**config.mk**
```make
export PLATFORM = sky130hd
export DESIGN_NAME = status_reporting
export DESIGN_NICKNAME = d
export VERILOG_FILES = /design/src/verilog/status_pkg.sv /design/src/verilog/pin_sync.sv /design/src/verilog/status_reporting.sv
export SDC_FILE = /design/constraint.sdc
export NUM_CORES = 1
export LEC_CHECK = 0
export ABC_CLOCK_PERIOD_IN_PS = 2200
export BUFFER_PORTS_ARGS = -buffer_cell sky130_fd_sc_hd__buf_2
export CAP_MARGIN = 20
export CORE_MARGIN = 3
export CORE_UTILIZATION = 49
export CTS_CLUSTER_DIAMETER = 200
export CTS_CLUSTER_SIZE = 14
export DETAILED_ROUTE_END_ITERATION = 6
export PLACE_DENSITY = 0.79
export SLEW_MARGIN = 20
export SYNTH_ARGS = -nofsm -noshare
export SYNTH_HDL_FRONTEND = slang
export SYNTH_SLANG_ARGS = --single-unit
```
**constraint.sdc**
```tcl
create_clock -name mclk -period 2.2 [get_ports mclk]
set_clock_uncertainty 0.15 [all_clocks]
set_input_delay 0 -clock mclk [delete_from_list [all_inputs] [get_ports mclk]]
set_output_delay 0 -clock mclk [all_outputs]
set_load 0.05 [all_outputs]
```
**src/verilog/status_pkg.sv**
```systemverilog
// shared constants and carriers for the instrument status reporting block
package status_pkg;
  // standard event bit positions
  localparam int EV_OPC = 0;
  localparam int EV_UNUSED = 1;
  localparam int EV_QUERY = 2;
  localparam int EV_DEVICE = 3;
  localparam int EV_EXEC = 4;
  localparam int EV_CMD = 5;
  localparam int EV_USER = 6;
  localparam int EV_PON = 7;
  // questionable bit positions
  localparam int QS_POWER = 3;
  localparam int QS_CAL = 8;
  localparam int QS_TEST = 9;
  localparam logic [15:0] QS_USED = 16'h0308;
  // status byte bit positions
  localparam int SB_QUES = 3;
  localparam int SB_ESB = 5;
  localparam int SB_RQS = 6;
  // reset values
  localparam logic [7:0] EVENT_RST = 8'h80;
  localparam logic [7:0] MASK8_RST = 8'h00;
  localparam logic [15:0] MASK16_RST = 16'h0000;
  localparam logic [15:0] QUES_RST = 16'h0000;

  // host command codes
  typedef enum logic [2:0] {
    CMD_NONE = 3'b000,
    CMD_CLS = 3'b001,
    CMD_ESE_WR = 3'b010,
    CMD_ESR_RD = 3'b011,
    CMD_STB_RD = 3'b100,
    CMD_QEN_WR = 3'b101,
    CMD_QUES_RD = 3'b110,
    CMD_SRE_WR = 3'b111
  } cmd_t;

  typedef struct packed {
    cmd_t code;
    logic [15:0] data;
  } host_cmd_t;

  // error and event pulses from the instrument core
  typedef struct packed {
    logic opc_done;
    logic query_err;
    logic device_err;
    logic exec_err;
    logic syntax_err;
    logic user_req;
  } event_in_t;

  // measurement outcome, one per channel
  typedef struct packed {
    logic done;
    logic corrupt;
    logic overload;
    logic need_zero;
    logic window_err;
  } meas_t;

  typedef struct packed {
    logic done;
    logic zero_err;
    logic cal_err;
  } cal_t;
endpackage

```
**src/verilog/pin_sync.sv**
```systemverilog
// three-stage input synchroniser with agreement filter
`timescale 1ns/1ps
module pin_sync (
  // clock and reset
  input wire logic mclk,
  input wire logic sys_rst,
  // pin and filtered level
  input wire logic pin,
  output logic level
);
  logic s1_q;
  logic s2_q;
  logic s3_q;
  logic level_d;

  // only s2 and s3 are compared; s1 may be metastable
  assign level_d = (s2_q == s3_q) ? s3_q : level;

  always_ff @(posedge mclk or posedge sys_rst) begin
    if (sys_rst) begin
      s1_q <= 1'b0;
      s2_q <= 1'b0;
      s3_q <= 1'b0;
      level <= 1'b0;
    end else begin
      s1_q <= pin;
      s2_q <= s1_q;
      s3_q <= s2_q;
      level <= level_d;
    end
  end
endmodule

```
**src/verilog/status_reporting.sv**
```systemverilog
// status byte, standard event and questionable status logic
`timescale 1ns/1ps
module status_reporting (
  // clock and reset
  input wire logic mclk,
  input wire logic sys_rst,
  // host command stream, one command per valid pulse
  input wire logic cmd_valid,
  input wire status_pkg::host_cmd_t cmd,
  output logic cmd_ready,
  output logic [15:0] resp_data,
  output logic resp_valid,
  // serial poll from bus interface
  input wire logic poll_strobe,
  output logic [7:0] poll_byte,
  // instrument events and measurement outcomes
  input wire status_pkg::event_in_t ev,
  input wire status_pkg::meas_t first_input_channel,
  input wire status_pkg::meas_t second_input_channel,
  input wire status_pkg::cal_t cal,
  // self test result pins, asynchronous
  input wire logic selftest_done_pin,
  input wire logic selftest_fail_pin,
  // other status byte sources
  input wire logic [7:0] sb_other,
  // service request line
  output logic srq
);
  logic [7:0] event_q;
  logic [7:0] event_d;
  logic [7:0] ese_q;
  logic [7:0] sre_q;
  logic [15:0] ques_q;
  logic [15:0] ques_d;
  logic [15:0] qen_q;
  logic rqs_q;
  logic busy_q;
  logic st_done;
  logic st_fail;
  logic st_done_q;

  wire logic take = cmd_valid && cmd_ready;
  wire logic is_cls = take && (cmd.code == status_pkg::CMD_CLS);
  wire logic is_esr = take && (cmd.code == status_pkg::CMD_ESR_RD);
  wire logic is_stb = take && (cmd.code == status_pkg::CMD_STB_RD);
  wire logic is_ese = take && (cmd.code == status_pkg::CMD_ESE_WR);
  wire logic is_qen = take && (cmd.code == status_pkg::CMD_QEN_WR);
  wire logic is_sre = take && (cmd.code == status_pkg::CMD_SRE_WR);
  wire logic is_ques = take && (cmd.code == status_pkg::CMD_QUES_RD);

  pin_sync done_sync (
    .mclk(mclk),
    .sys_rst(sys_rst),
    .pin(selftest_done_pin),
    .level(st_done)
  );
  pin_sync fail_sync (
    .mclk(mclk),
    .sys_rst(sys_rst),
    .pin(selftest_fail_pin),
    .level(st_fail)
  );

  // summaries follow the latched registers combinationally
  wire logic esb = |(event_q & ese_q);
  wire logic qsb = |(ques_q & qen_q);
  logic [7:0] stb_base;
  always_comb begin
    stb_base = sb_other & 8'h97;
    stb_base[status_pkg::SB_QUES] = qsb;
    stb_base[status_pkg::SB_ESB] = esb;
  end
  wire logic mss = |(stb_base & sre_q & 8'hbf);

  // new event pulses, set wins over clear
  logic [7:0] ev_set;
  always_comb begin
    ev_set = 8'h00;
    ev_set[status_pkg::EV_OPC] = ev.opc_done;
    ev_set[status_pkg::EV_QUERY] = ev.query_err;
    ev_set[status_pkg::EV_DEVICE] = ev.device_err;
    ev_set[status_pkg::EV_EXEC] = ev.exec_err;
    ev_set[status_pkg::EV_CMD] = ev.syntax_err;
    ev_set[status_pkg::EV_USER] = ev.user_req;
    ev_set[status_pkg::EV_UNUSED] = 1'b0;
  end
  // clear or read empties the register, including power-on flag
  wire logic [7:0] ev_keep = (is_cls || is_esr) ? 8'h00 : event_q;
  assign event_d = (ev_keep | ev_set) & 8'hfd;

  // questionable condition bits
  wire logic pw_fault = first_input_channel.corrupt || first_input_channel.overload ||
                        first_input_channel.need_zero || first_input_channel.window_err ||
                        second_input_channel.corrupt || second_input_channel.overload ||
                        second_input_channel.need_zero || second_input_channel.window_err;
  wire logic meas_done = first_input_channel.done || second_input_channel.done;
  wire logic cal_bad = cal.zero_err || cal.cal_err;
  wire logic st_edge = st_done && !st_done_q;
  always_comb begin
    ques_d = ques_q;
    if (pw_fault) begin
      ques_d[status_pkg::QS_POWER] = 1'b1;
    end else if (meas_done) begin
      ques_d[status_pkg::QS_POWER] = 1'b0;
    end
    if (cal.done) begin
      ques_d[status_pkg::QS_CAL] = cal_bad;
    end
    if (st_edge) begin
      ques_d[status_pkg::QS_TEST] = st_fail;
    end
    ques_d = ques_d & status_pkg::QS_USED;
  end

  always_ff @(posedge mclk or posedge sys_rst) begin
    if (sys_rst) begin
      event_q <= status_pkg::EVENT_RST;
      ques_q <= status_pkg::QUES_RST;
      st_done_q <= 1'b0;
    end else begin
      event_q <= event_d;
      ques_q <= ques_d;
      st_done_q <= st_done;
    end
  end

  // masks; clear-status leaves them alone
  always_ff @(posedge mclk or posedge sys_rst) begin
    if (sys_rst) begin
      ese_q <= status_pkg::MASK8_RST;
      sre_q <= status_pkg::MASK8_RST;
      qen_q <= status_pkg::MASK16_RST;
    end else begin
      if (is_ese) begin
        ese_q <= cmd.data[7:0];
      end
      if (is_sre) begin
        sre_q <= cmd.data[7:0];
      end
      if (is_qen) begin
        qen_q <= cmd.data & 16'h7fff;
      end
    end
  end

  // request-service bit: set on rising summary, cleared by serial poll or while the summary is low
  logic mss_q;
  always_ff @(posedge mclk or posedge sys_rst) begin
    if (sys_rst) begin
      rqs_q <= 1'b0;
      mss_q <= 1'b0;
    end else begin
      mss_q <= mss;
      if (mss && !mss_q) begin
        rqs_q <= 1'b1;
      end else if (poll_strobe || !mss) begin
        rqs_q <= 1'b0;
      end
    end
  end

  // status query carries the summary in bit 6, the poll byte carries the request flag there
  logic [7:0] stb_val;
  always_comb begin
    stb_val = stb_base;
    stb_val[status_pkg::SB_RQS] = mss;
  end

  // commands run one at a time, so a status query answers only after
  // everything ahead of it has executed; costs two idle cycles per command
  always_ff @(posedge mclk or posedge sys_rst) begin
    if (sys_rst) begin
      busy_q <= 1'b0;
      cmd_ready <= 1'b0;
      resp_valid <= 1'b0;
      resp_data <= 16'h0000;
      poll_byte <= 8'h00;
      srq <= 1'b0;
    end else begin
      cmd_ready <= !take && !busy_q;
      busy_q <= take;
      resp_valid <= is_esr || is_stb || is_ques;
      if (is_esr) begin
        resp_data <= {8'h00, event_q};
      end else if (is_stb) begin
        resp_data <= {8'h00, stb_val};
      end else if (is_ques) begin
        resp_data <= ques_q;
      end
      poll_byte <= {stb_base[7], rqs_q, stb_base[5:0]};
      srq <= rqs_q;
    end
  end

  unused_bit_a: assert property (@(posedge mclk) disable iff (sys_rst)
    event_q[status_pkg::EV_UNUSED] == 1'b0)
    else $error("unused event bit set");
  ques_zero_a: assert property (@(posedge mclk) disable iff (sys_rst)
    (ques_q & ~status_pkg::QS_USED) == 16'h0000)
    else $error("unused questionable bit set");
  esr_clear_a: assert property (@(posedge mclk) disable iff (sys_rst)
    (is_esr && ev_set == 8'h00) |=> event_q == 8'h00)
    else $error("event register not cleared on read");
  esr_set_a: assert property (@(posedge mclk) disable iff (sys_rst)
    ev.exec_err |=> event_q[status_pkg::EV_EXEC])
    else $error("execution error lost");
  mask_cls_a: assert property (@(posedge mclk) disable iff (sys_rst)
    (is_cls && !is_ese) |=> $stable(ese_q))
    else $error("clear status changed mask");
  stb_resp_a: assert property (@(posedge mclk) disable iff (sys_rst)
    is_stb |=> resp_valid && resp_data[7:0] == $past(stb_val))
    else $error("status query answer wrong");
  power_set_a: assert property (@(posedge mclk) disable iff (sys_rst)
    pw_fault |=> ques_q[status_pkg::QS_POWER])
    else $error("power summary not set");
  power_clr_a: assert property (@(posedge mclk) disable iff (sys_rst)
    (meas_done && !pw_fault) |=> !ques_q[status_pkg::QS_POWER])
    else $error("power summary not cleared");
  cal_bit_a: assert property (@(posedge mclk) disable iff (sys_rst)
    cal.done |=> ques_q[status_pkg::QS_CAL] == $past(cal_bad))
    else $error("calibration summary wrong");
  srq_line_a: assert property (@(posedge mclk) disable iff (sys_rst)
    (mss && !mss_q) |=> ##1 srq)
    else $error("service request not raised");
  stb_keep_a: assert property (@(posedge mclk) disable iff (sys_rst)
    (is_stb && ev_set == 8'h00) |=> event_q == $past(event_q))
    else $error("status query changed registers");

  // every event source lands in its own bit
  opc_set_a: assert property (@(posedge mclk) disable iff (sys_rst)
    ev.opc_done |=> event_q[status_pkg::EV_OPC])
    else $error("operation complete lost");

  query_set_a: assert property (@(posedge mclk) disable iff (sys_rst)
    ev.query_err |=> event_q[status_pkg::EV_QUERY])
    else $error("query error lost");

  device_set_a: assert property (@(posedge mclk) disable iff (sys_rst)
    ev.device_err |=> event_q[status_pkg::EV_DEVICE])
    else $error("device error lost");

  syntax_set_a: assert property (@(posedge mclk) disable iff (sys_rst)
    ev.syntax_err |=> event_q[status_pkg::EV_CMD])
    else $error("syntax error lost");

  user_set_a: assert property (@(posedge mclk) disable iff (sys_rst)
    ev.user_req |=> event_q[status_pkg::EV_USER])
    else $error("user request lost");

  cls_clear_a: assert property (@(posedge mclk) disable iff (sys_rst)
    (is_cls && ev_set == 8'h00) |=> event_q == 8'h00)
    else $error("event register not cleared by clear");

  esr_resp_a: assert property (@(posedge mclk) disable iff (sys_rst)
    is_esr |=> resp_data == {8'h00, $past(event_q)})
    else $error("event read answer wrong");

  // masks change only when written
  mask_zero_a: assert property (@(posedge mclk) disable iff (sys_rst)
    (is_ese && cmd.data[7:0] == 8'h00) |=> ese_q == 8'h00)
    else $error("zero write left mask set");

  mask_hold_a: assert property (@(posedge mclk) disable iff (sys_rst)
    !is_ese |=> $stable(ese_q))
    else $error("event mask changed unasked");

  ese_write_a: assert property (@(posedge mclk) disable iff (sys_rst)
    is_ese |=> ese_q == $past(cmd.data[7:0]))
    else $error("event mask write lost");

  qen_write_a: assert property (@(posedge mclk) disable iff (sys_rst)
    is_qen |=> qen_q == ($past(cmd.data) & 16'h7fff))
    else $error("questionable mask write wrong");

  sre_write_a: assert property (@(posedge mclk) disable iff (sys_rst)
    is_sre |=> sre_q == $past(cmd.data[7:0]))
    else $error("request mask write lost");

  top_zero_a: assert property (@(posedge mclk) disable iff (sys_rst)
    !ques_q[15] && !qen_q[15])
    else $error("questionable bit 15 set");

  // summary bits in the status query answer, request flag in the poll byte and on the service request line
  stb_esb_a: assert property (@(posedge mclk) disable iff (sys_rst)
    is_stb |=> resp_data[status_pkg::SB_ESB] == $past(|(event_q & ese_q)))
    else $error("event summary wrong");

  stb_ques_a: assert property (@(posedge mclk) disable iff (sys_rst)
    is_stb |=> resp_data[status_pkg::SB_QUES] == $past(|(ques_q & qen_q)))
    else $error("questionable summary wrong");

  stb_rqs_a: assert property (@(posedge mclk) disable iff (sys_rst)
    is_stb |=> resp_data[status_pkg::SB_RQS] == $past(mss))
    else $error("status query request bit wrong");

  poll_clear_a: assert property (@(posedge mclk) disable iff (sys_rst)
    (poll_strobe && !(mss && !mss_q)) |=> !rqs_q)
    else $error("poll left request flag set");

  poll_byte_a: assert property (@(posedge mclk) disable iff (sys_rst)
    poll_byte[status_pkg::SB_RQS] == $past(rqs_q))
    else $error("poll byte request bit wrong");

  srq_follow_a: assert property (@(posedge mclk) disable iff (sys_rst)
    srq == $past(rqs_q))
    else $error("service request line wrong");

  // command order: one at a time, answers only for queries
  ready_gap_a: assert property (@(posedge mclk) disable iff (sys_rst)
    take |=> !cmd_ready)
    else $error("command taken back to back");

  resp_order_a: assert property (@(posedge mclk) disable iff (sys_rst)
    resp_valid |-> $past(is_esr || is_stb || is_ques))
    else $error("answer without query");

  ques_resp_a: assert property (@(posedge mclk) disable iff (sys_rst)
    is_ques |=> resp_data == $past(ques_q))
    else $error("questionable read answer wrong");

  // questionable calibration and self test
  cal_clear_a: assert property (@(posedge mclk) disable iff (sys_rst)
    (cal.done && !cal_bad) |=> !ques_q[status_pkg::QS_CAL])
    else $error("calibration summary not cleared");

  test_fail_a: assert property (@(posedge mclk) disable iff (sys_rst)
    (st_edge && st_fail) |=> ques_q[status_pkg::QS_TEST])
    else $error("self test failure lost");

  test_pass_a: assert property (@(posedge mclk) disable iff (sys_rst)
    (st_edge && !st_fail) |=> !ques_q[status_pkg::QS_TEST])
    else $error("self test pass not cleared");

  ques_hold_a: assert property (@(posedge mclk) disable iff (sys_rst)
    is_ques |=> ques_q[status_pkg::QS_TEST] == $past(ques_q[status_pkg::QS_TEST]))
    else $error("questionable read changed bits");
endmodule

```
==> impl_metrics.csv, run 1 <==
group,metric,value,unit
status,status,"finished, final reports clean",
synth,post_synth_edffs,0,
pwr,power.ir.vdd_worst,592,µV
synth,ys_top_cells_by_count,"58 x dfrtp_1, 18 x mux2_2, 10 x nand2_1, 8 x inv_1, 8 x nor2_1",
route,routed_via_density,5.26,
die,top_level_ports,79,
grt,globalRouteTotalUtil,21.0,%
route,postRouteWirelength,4910,µm
timing,tns,0,ns
cts,clock_sink_count,59,
die,fp.dieW,73.5,µm
route,top_signal_layer_used,"met4",
route,wl_per_cell,15.2,µm
timing,achievable-frequency,512,MHz
cts,path_clk_slew,0.07,ns
cts,cts_tree,"yes",
timing,finalHoldViolations,0,
cells_and_area,antenna_diode_count,0,
cells_and_area,drive_gt1_share,37.9,%
timing,min_period_over_period,88.7,%
grt,grt_overflow_total,0,
timing,grt_setup_unrepaired,"no",
route,wirelength_met1,1940,µm
pwr,power.share.switching,30.8,%
synth,synth_most_common_cell,"dfrtp_1",
pwr,p_seq_share,42.7,%
cells_and_area,num-nets-final,319,
route,detailroute.wirelength.met2,2460,µm
pwr,p_clk_share,33.7,%
route,first_pass_iters,7,
critical_path,arrival,2.01,ns
cells_and_area,flow.area_growth_from_synthesis,40.3,%
grt,initial_antenna_violation_count,0,
synth,yosys.area.top_type_share,65.1,%
placed_design,globalplace.congestion,0.756,
timing,timing_max_transition_violations_final,0,
die,fp-row-count,23,
cts,htree_num_levels,3,
pwr,leakagePower,1.50,nW
synth,ys_dominant_reg_cell,"dfrtp_1",
route,drt_iter0_drc,209,
critical_path,required,2.26,ns
synth,synth.top_cells.by_area,"dfrtp_1 65%, mux2_2 9.1%, a222oi_1 2.7%",
timing,final.min_clock_period,1.95,ns
critical_path,worst-r2r-cell-count,4,
synth,synthesis.area,0.00223,mm²
die,floorplan.die_area,0.00540,mm²
grt,grt_max_degree,31,
synth,synthesis.area_per_instance,13.8,µm²
pwr,net-switching-power,1.00,mW
cts,cts_buffers,9,
timing,worst_slew_pin_slew,0.652,ns
run,max_cap_viols,0,
die,core_region_area,0.00420,mm²
synth,yosysTopAreaCell,"dfrtp_1",
timing,maxSlewHeadroom,56.2,%
hold_path,hold_path.class,"in2async",
pwr,power.density,1040,mW/mm²
grt,grt_pass1_vias,1725,
placed_design,place.detailed.hpwl,3260,µm
die,die_height,73.5,µm
route,met3RoutedLength,379,µm
cts,clkLatencyLatePin,0.34,ns
critical_path,kind_of_end_point_of_the_critical_path,"flop",
die,initial_core_util,53.1,%
cts,cts-root-to-sink-buffers,2,
pwr,comb_power_share,23.6,%
route,remaining_drc_errors,0,
synth,synth_cell_type_count,32,
grt,grt_first_pass_wirelength,8130,µm
critical_path,path_class,"in2reg",
placed_design,numPortBuffers,63,
cts,cts_root_buf,"clkbuf_8",
pwr,total_power,3.26,mW
synth,count_of_mapped_cells_out_of_synthesis,162,
cts,post-cts-setup-buffers,0,
synth,synth_seq_cells,59,
critical_path,critical_path.startpoint_type,"input port",
route,vias,1695,
synth,proportion_of_synthesized_chip_area_in_sequential_cells,66.2,%
critical_path,worst-path-max-fanout,1,
timing,finalSetupViolCount,0,
pwr,internal_power,2.25,mW
synth,yosys_warning_count,0,
synth,async_reset_ff_share,100,%
route,postRouteAntennaNets,0,
cell usage in the layout (no fill, tap or decap), types with 2 or more instances in the layout:
cell type       n
nor2_1          8
conb_1          6
inv_1           7
bufinv_16       2
a222oi_1        6
buf_4           2
a21oi_1         2
nand4b_1        2
clkbuf_8       11
clkinv_2        3
nand2_1        10
nand3_1         2
nand2b_1        3
mux2_2         18
maj3_1          2
a22o_1          3
a22oi_1         6
dlygate4sd3_1  34
dfrtp_1        58
buf_2          63
nor4_1          2
a221oi_1        2
a21o_1          7
critical path, stage by stage:
cell,delay [ns]
dlygate4sd3_1,0.54
buf_2,0.12
nor4_1,0.14
dlygate4sd3_1,0.58
nand3_1,0.07
dlygate4sd3_1,0.57
cell type report:
class	instances	area [µm²]
Tap cell	50	62.6
Multi-Input combinational cell	90	662
Clock buffer	11	151
Clock inverter	5	75.1
Fill cell	285	1070
Sequential cell	59	1480
Inverter	8	30.0
Timing Repair Buffer	99	671
per-layer routing:
layer,up-vias,track usage (%)
met2,79,33.1
met1,822,26.0
met3,14,5.75
met5,-,0
li1,780,-
met4,0,11.9
sequential cells by signal (all words and copies together), names as in the netlist, 3 cells and up:
register / cells
ese_q: 7
ques_q: 3
sre_q: 7
qen_q: 3
event_q: 7
poll_byte: 8
resp_data: 10
power by group through the flow:
stage          logic [mW]  clock network (mW)  registers [mW]
2_1_floorplan       0.324                   0            1.63
3_3_place_gp        0.710                   0            1.40
3_5_place_dp        0.726                   0            1.41
4_1_cts             0.771                1.11            1.39
5_1_grt             0.823                1.17            1.42
6_report            0.769                1.10            1.39
worst paths after layout:
| path | from | endpoint | slack, ns |
|---|---|---|---|
| max in group asynchronous | sys_rst | event_q[7] | 1.45 |
| max | second_input_channel[0] | ques_q[3] | 0.25 |
| min in group mclk | selftest_fail_pin | fail_sync.s1_q | 0.16 |
| max reg2reg | event_q[2] | resp_data[6] | 0.35 |
| min reg2reg | fail_sync.s1_q | fail_sync.s2_q | 0.20 |
| min | sys_rst | poll_byte[1] | 0.12 |
through the flow:
step	util [%]	hold slack, ns	setup WS (ns)	area, µm²	std cells
6_report	74.5	0.125	0.249	3130	322
3_5_place_dp	61.0	-0.0556	0.405	2560	272
5_1_grt	74.5	0.162	0.140	3130	322
4_1_cts	74.5	0.129	0.295	3130	322
3_3_place_gp	61.0	-0.0598	0.460	2560	272
2_1_floorplan	-	-0.119	0.271	2250	167
cell families after synthesis:
group	Yosys count	synth area share [%]
AOI/OAI and AO/OA	29	10.4
adders and majority gates	2	0.897
buffers and inverters	18	4.94
DFF	59	66.2
muxes	19	9.53
other	1	0.168
and+or+nand+nor	34	7.80
timing repair:
action,in CTS,in global routing
endpoints found under the hold margin,103,0
endpoints found under the setup margin,0,0
hold buffers,34,0
resized for setup,0,0
No activity file was read; power rests on OpenSTA's default activity.
==> run 2: changes to the inputs <==
CORE_ASPECT_RATIO = 2   (was not set)
==> run 2 against run 1 <==
Against the previous run: wire length fell by 1.3%; via count decreased by 2.2%; register-to-register slack gained 0.06 ns; largest power group unchanged; die area is 0.90% higher; combinational power up 0.9%.
==> impl_metrics.csv, run 2 (synthesis results as in run 1) <==
group,metric,value,unit
route,wl_per_cell,14.9,µm
timing,grt_setup_unrepaired,"no",
timing,finalSetupViolCount,0,
critical_path,worst_r2r_endpoint,"resp_data[6]",
status,status,"finished, final reports clean",
hold_path,hold_path.class,"in2async",
route,routed_via_density,5.08,
cells_and_area,final_common_cell,"buf_2",
placed_design,globalplace.congestion,0.744,
timing,worst_slew_pin_slew,0.578,ns
cells_and_area,drive_gt1_share,36.8,%
critical_path,required,2.26,ns
critical_path,path_class,"in2reg",
pwr,power.ir.vdd_worst,701,µV
timing,min_period_over_period,94.2,%
placed_design,place.detailed.hpwl,3410,µm
route,postRouteWirelength,4840,µm
cells_and_area,antenna_diode_count,0,
cts,path_clk_slew,0.06,ns
critical_path,timing.reg2reg.setup_slack,0.41,ns
cells_and_area,reg_top3,"resp_data x10, poll_byte x8",
timing,achievable-frequency,483,MHz
pwr,power.density,975,mW/mm²
timing,final.min_clock_period,2.07,ns
timing,timing_max_transition_violations_final,0,
timing,maxSlewHeadroom,61.2,%
cells_and_area,flow.area_growth_from_synthesis,38.6,%
timing,finalHoldViolations,0,
cts,cts_tree,"yes",
timing,final.hold.worst_slack,0.136,ns
critical_path,arrival,2.14,ns
die,initial_core_util,50.9,%
die,top_level_ports,79,
cts,clkLatencyLatePin,0.33,ns
route,postRouteAntennaNets,0,
cts,clock_sink_count,59,
critical_path,timing.critical_path.from,"first_input_channel[2]",
grt,grt_overflow_total,0,
cells_and_area,largest_reg_flops,10,
critical_path,critical_path.startpoint_type,"input port",
cells_and_area,max_flop_register,"resp_data",
cts,post_cts.resized_instances,0,
cts,cts-root-to-sink-buffers,2,
pwr,leakagePower,1.48,nW
cts,cts_buffers,9,
route,first_pass_iters,5,
route,vias,1657,
cts,htree_num_levels,3,
die,fp.dieW,53.7,µm
timing,tns,0,ns
grt,globalRouteTotalUtil,20.5,%
grt,initial_antenna_violation_count,0,
grt,grt_first_pass_wirelength,7800,µm
die,core_region_area,0.00438,mm²
cts,cts_root_buf,"clkbuf_8",
critical_path,kind_of_end_point_of_the_critical_path,"flop",
cells_and_area,num-nets-final,319,
grt,grt_max_degree,34,
cells_and_area,utilization,70.6,%
critical_path,worst-r2r-cell-count,4,
die,floorplan.die_area,0.00545,mm²
run,max_cap_viols,0,
route,remaining_drc_errors,0,
cells_and_area,mostFrequentLayoutCells,"63 x buf_2, 58 x dfrtp_1, 34 x dlygate4sd3_1",
placed_design,numPortBuffers,63,
grt,grt_pass1_vias,1655,
route,drt_iter0_drc,36,
critical_path,timing.rr.start,"event_q[0]",
die,die_height,101,µm
die,fp-row-count,34,
critical_path,worst-path-max-fanout,1,
## run 2: changes by cell type in the layout (fill, tap and decap cells not counted), sizes merged
cell,previous run,this run
clkbuf,11,14
bufinv,2,0
clkinv,3,2
## run 2: worst max path at each step
| stage | end |
|---|---|
| after floorplan | sre_q[0] |
| after global placement | resp_data[6] |
| final | ques_q[3] |
| after detailed placement | resp_data[6] |
| after CTS | ques_q[3] |
| after global routing | ques_q[3] |
## run 2: report_power, final
part	total, mW	switching [mW]	internal, mW	leakage (nW)
clock network	0.853	0.385	0.467	0.0905
registers	1.39	0.101	1.29	0.688
logic	0.776	0.499	0.277	0.697
## run 2: routing by layer
layer / up-vias / routed length, µm / global-route usage (%)
li1: 784 / - / -
met1: 822 / 1800 / 22.9
met2: 43 / 2720 / 34.4
met3: 8 / 222 / 5.30
met4: 0 / 104 / 10.6
met5: - / 0 / 0
## run 2: worst max-delay path, stage by stage
cell and delay, ns:
dlygate4sd3_1 0.54, buf_2 0.12, nor4_1 0.24, dlygate4sd3_1 0.60
nand3_1 0.07, dlygate4sd3_1 0.57
## run 2: timing repair
| action | in CTS | in global routing |
|---|---|---|
| setup buffers | 0 | 0 |
| hold endpoints to repair | 69 | 0 |
| endpoints found under the setup margin | 0 | 0 |
| hold buffers | 34 | 0 |
## run 2: cell type report
type,count,area (µm²)
flip-flops and latches,59,1480
fillers,337,1290
repair buffers,99,683
multi-input cells,90,662
clock buffers,14,163
well taps,54,67.6
inverters,8,30.0
clock inverters,2,10.0
## run 2: metrics by stage
step	worst slack, ns	power [mW]	instances	area, µm²
3_3_place_gp	0.446	2.11	276	2580
6_report	0.128	3.01	326	3090
3_5_place_dp	0.358	2.14	276	2580
5_1_grt	0.0549	3.16	326	3090
2_1_floorplan	0.271	1.96	167	2250
4_1_cts	0.194	3.04	326	3090
==> run 3: changes to the inputs <==
ABC_AREA = 1   (was not set)
CORE_UTILIZATION = 50   (was 49)
==> run 3 against run 2 <==
Against the previous run: register-to-register slack lost 0.05 ns; worst setup slack better by 0.094 ns; via count is 15% higher; synthesized cell count increased by 43%; maximum frequency increased by 4.8%; design area grew 8.1%; global-route usage down 0.79 points; combinational power grew 14%; final cell count up 23%; flip-flop and latch count unchanged; clock-buffer cell count decreased by 2; core utilization rose by 1.5 points.
==> impl_metrics.csv, run 3 <==
group,metric,value,unit
status,status,"finished, final reports clean",
timing,tns,0,ns
placed_design,globalplace.congestion,0.794,
critical_path,worst_path_most_repeated_cell,"dlygate4sd3_1",
cells_and_area,reg_top3,"resp_data x10, poll_byte x8",
cells_and_area,num-nets-final,392,
pwr,comb_power_share,27.5,%
run,max_cap_viols,0,
critical_path,worst-path-max-fanout,1,
synth,synth-compound-area-share,10.9,%
cells_and_area,max_flop_register,"resp_data",
timing,min_period_over_period,89.9,%
cells_and_area,drive_gt1_share,32.5,%
route,drt_iter0_drc,46,
grt,groute.layer.met3.usage,5.59,%
die,top_level_ports,79,
route,wl_per_cell,12.7,µm
timing,finalSetupViolCount,0,
cts,cts_root_buf,"clkbuf_8",
pwr,p_seq_share,43.1,%
grt,met2_usage,33.4,%
grt,global_route.usage.met1,20.9,%
synth,dominant_combinational_cell_family_by_area_after_synthesis,"simple AND/OR/NAND/NOR gates",
pwr,p_clk_share,29.4,%
cells_and_area,flow.area_growth_from_synthesis,38.1,%
pwr,leakagePower,1.78,nW
cells_and_area,antenna_diode_count,0,
synth,synthesis.area_per_instance,10.5,µm²
synth,post_synth_edffs,0,
pwr,power.share.switching,33.9,%
route,vias,1908,
cts,cts_buffers,9,
cells_and_area,stdcell_area,0.00334,mm²
synth,synth_cell_type_count,30,
cells_and_area,largest_reg_flops,10,
critical_path,critical_path.startpoint_type,"input port",
die,die_height,104,µm
route,remaining_drc_errors,0,
cts,post-cts-setup-buffers,0,
route,postRouteAntennaNets,0,
synth,count_of_mapped_cells_out_of_synthesis,231,
synth,synth.top_cells.by_area,"dfrtp_1 60%, nand2_1 9.9%, o21ai_2 4.7%",
cts,cts-root-to-sink-buffers,2,
timing,achievable-frequency,506,MHz
cts,cts_tree,"yes",
critical_path,kind_of_end_point_of_the_critical_path,"flop",
placed_design,numPortBuffers,63,
timing,finalHoldViolations,0,
critical_path,worst-r2r-cell-count,6,
timing,timing_max_transition_violations_final,0,
grt,initial_antenna_violation_count,0,
critical_path,timing.rr.start,"cmd_ready",
synth,yosys.area.top_type_share,59.9,%
synth,yosysTopAreaCell,"dfrtp_1",
synth,synth_simple_gate_area_share,17.7,%
route,postRouteWirelength,5090,µm
grt,globalRouteTotalUtil,19.7,%
synth,synthMuxAreaShare,1.24,%
placed_design,place.detailed.hpwl,3390,µm
critical_path,cp_cell_sequence,"dlygate4sd3_1 -> buf_2 -> nor4_1 -> dlygate4sd3_1 -> nand3_1 -> dlygate4sd3_1",
pwr,power.density,961,mW/mm²
synth,synthXorXnorAreaFrac,0,%
synth,ys_top_cells_by_count,"64 x nand2_1, 58 x dfrtp_1, 27 x inv_1, 13 x o21ai_2",
critical_path,worst_r2r_endpoint,"qen_q[8]",
cts,clock_sink_count,59,
critical_path,max_stage_delay,0.59,ns
grt,grt_overflow_total,0,
critical_path,required,2.26,ns
synth,post_synth_fa_ha_maj_area_fraction,0.827,%
timing,final.min_clock_period,1.98,ns
timing,grt_setup_unrepaired,"no",
pwr,net-switching-power,1.09,mW
route,routed_via_density,4.77,
critical_path,path_class,"in2reg",
grt,grt_first_pass_wirelength,8590,µm
critical_path,critical_path.slowest_cell,"dlygate4sd3_1",
die,fp.dieW,55.2,µm
grt,grt.busiest_layer,"met2",
die,fp-row-count,35,
synth,async_reset_ff_share,100,%
cts,htree_num_levels,3,
synth,synth_most_common_cell,"nand2_1",
synth,synth_seq_cells,59,
critical_path,arrival,2.04,ns
die,core_region_area,0.00464,mm²
die,initial_core_util,52.2,%
critical_path,timing.reg2reg.setup_slack,0.36,ns
synth,yosys_warning_count,0,
cells_and_area,final_common_cell,"nand2_1",
pwr,internal_power,2.12,mW
cts,path_clk_slew,0.06,ns
timing,final.hold.worst_slack,0.128,ns
grt,grt_pass1_vias,1903,
synth,synthesis.area,0.00242,mm²
route,first_pass_iters,4,
cells_and_area,mostFrequentLayoutCells,"64 x nand2_1, 63 x buf_2, 58 x dfrtp_1",
cts,clkLatencyLatePin,0.34,ns
pwr,power.ir.vdd_worst,650,µV
synth,proportion_of_synthesized_chip_area_in_sequential_cells,61.0,%
die,floorplan.die_area,0.00576,mm²
placed_design,placed_area,0.00277,mm²
synth,ys_dominant_reg_cell,"dfrtp_1",
grt,grt_max_degree,60,
hold_path,hold_path.class,"in2async",
==> run 3: through the flow <==
stage / cells / utilization (%) / total power [mW] / setup WS, ns
2_1_floorplan: 236 / - / 2.03 / 0.579
3_3_place_gp: 346 / 59.6 / 2.20 / 0.753
3_5_place_dp: 346 / 59.6 / 2.22 / 0.738
4_1_cts: 400 / 72.0 / 3.24 / 0.276
5_1_grt: 400 / 72.0 / 3.39 / 0.182
6_report: 400 / 72.0 / 3.22 / 0.222
==> run 3: power groups by stage <==
stage	Clock [mW]	Combinational, mW	Sequential, mW
6_report	0.945	0.885	1.38
5_1_grt	1.01	0.964	1.41
4_1_cts	0.968	0.889	1.38
3_5_place_dp	0	0.824	1.40
3_3_place_gp	0	0.807	1.39
2_1_floorplan	0	0.372	1.66
==> run 3: worst max-delay path by stage <==
stage / from / endpoint / slack (ns) / depth (start not counted)
floorplan: cmd_ready / resp_data[0] / 0.58 / 7
global placement: cmd_ready / ese_q[6] / 0.75 / 4
detailed placement: cmd_ready / ese_q[6] / 0.74 / 4
CTS: first_input_channel[0] / ques_q[3] / 0.28 / 6
global route: first_input_channel[0] / ques_q[3] / 0.18 / 6
finish: first_input_channel[0] / ques_q[3] / 0.22 / 6
==> run 3: cell families (layout without fill, tap and decap cells) <==
group                    after synthesis  count (layout)
buffers and inverters                 41             150
flip-flops                            59              59
adder cells (fa/ha/maj)                2               2
other                                  1               6
AO/OA/AOI/OAI                         36              36
AND/OR/NAND/NOR                       90              90
multiplexers                           2               2
==> run 3: critical path: cells and delay by family <==
kind	cells	cell delay, ns
buf+inv	4	1.82
simple gates	2	0.23
==> run 3: final cells by class <==
class                   instances  area [µm²]
clock buffers                  12         145
flip-flops and latches         59        1480
repair buffers                102         716
well taps                      55        68.8
multi-input cells             136         764
clock inverters                 4        50.0
inverters                      32         123
fillers                       348        1300
==> run 3: repair_timing <==
action / 4_1_cts / 5_1_grt
resized for setup: 0 / 0
hold buffers: 38 / 0
hold endpoints to repair: 104 / 0
==> run 3: routing by layer <==
layer,up-vias,routed length (µm)
met5,-,0
met4,0,218
met3,22,250
met2,57,2780
met1,888,1840
li1,941,-
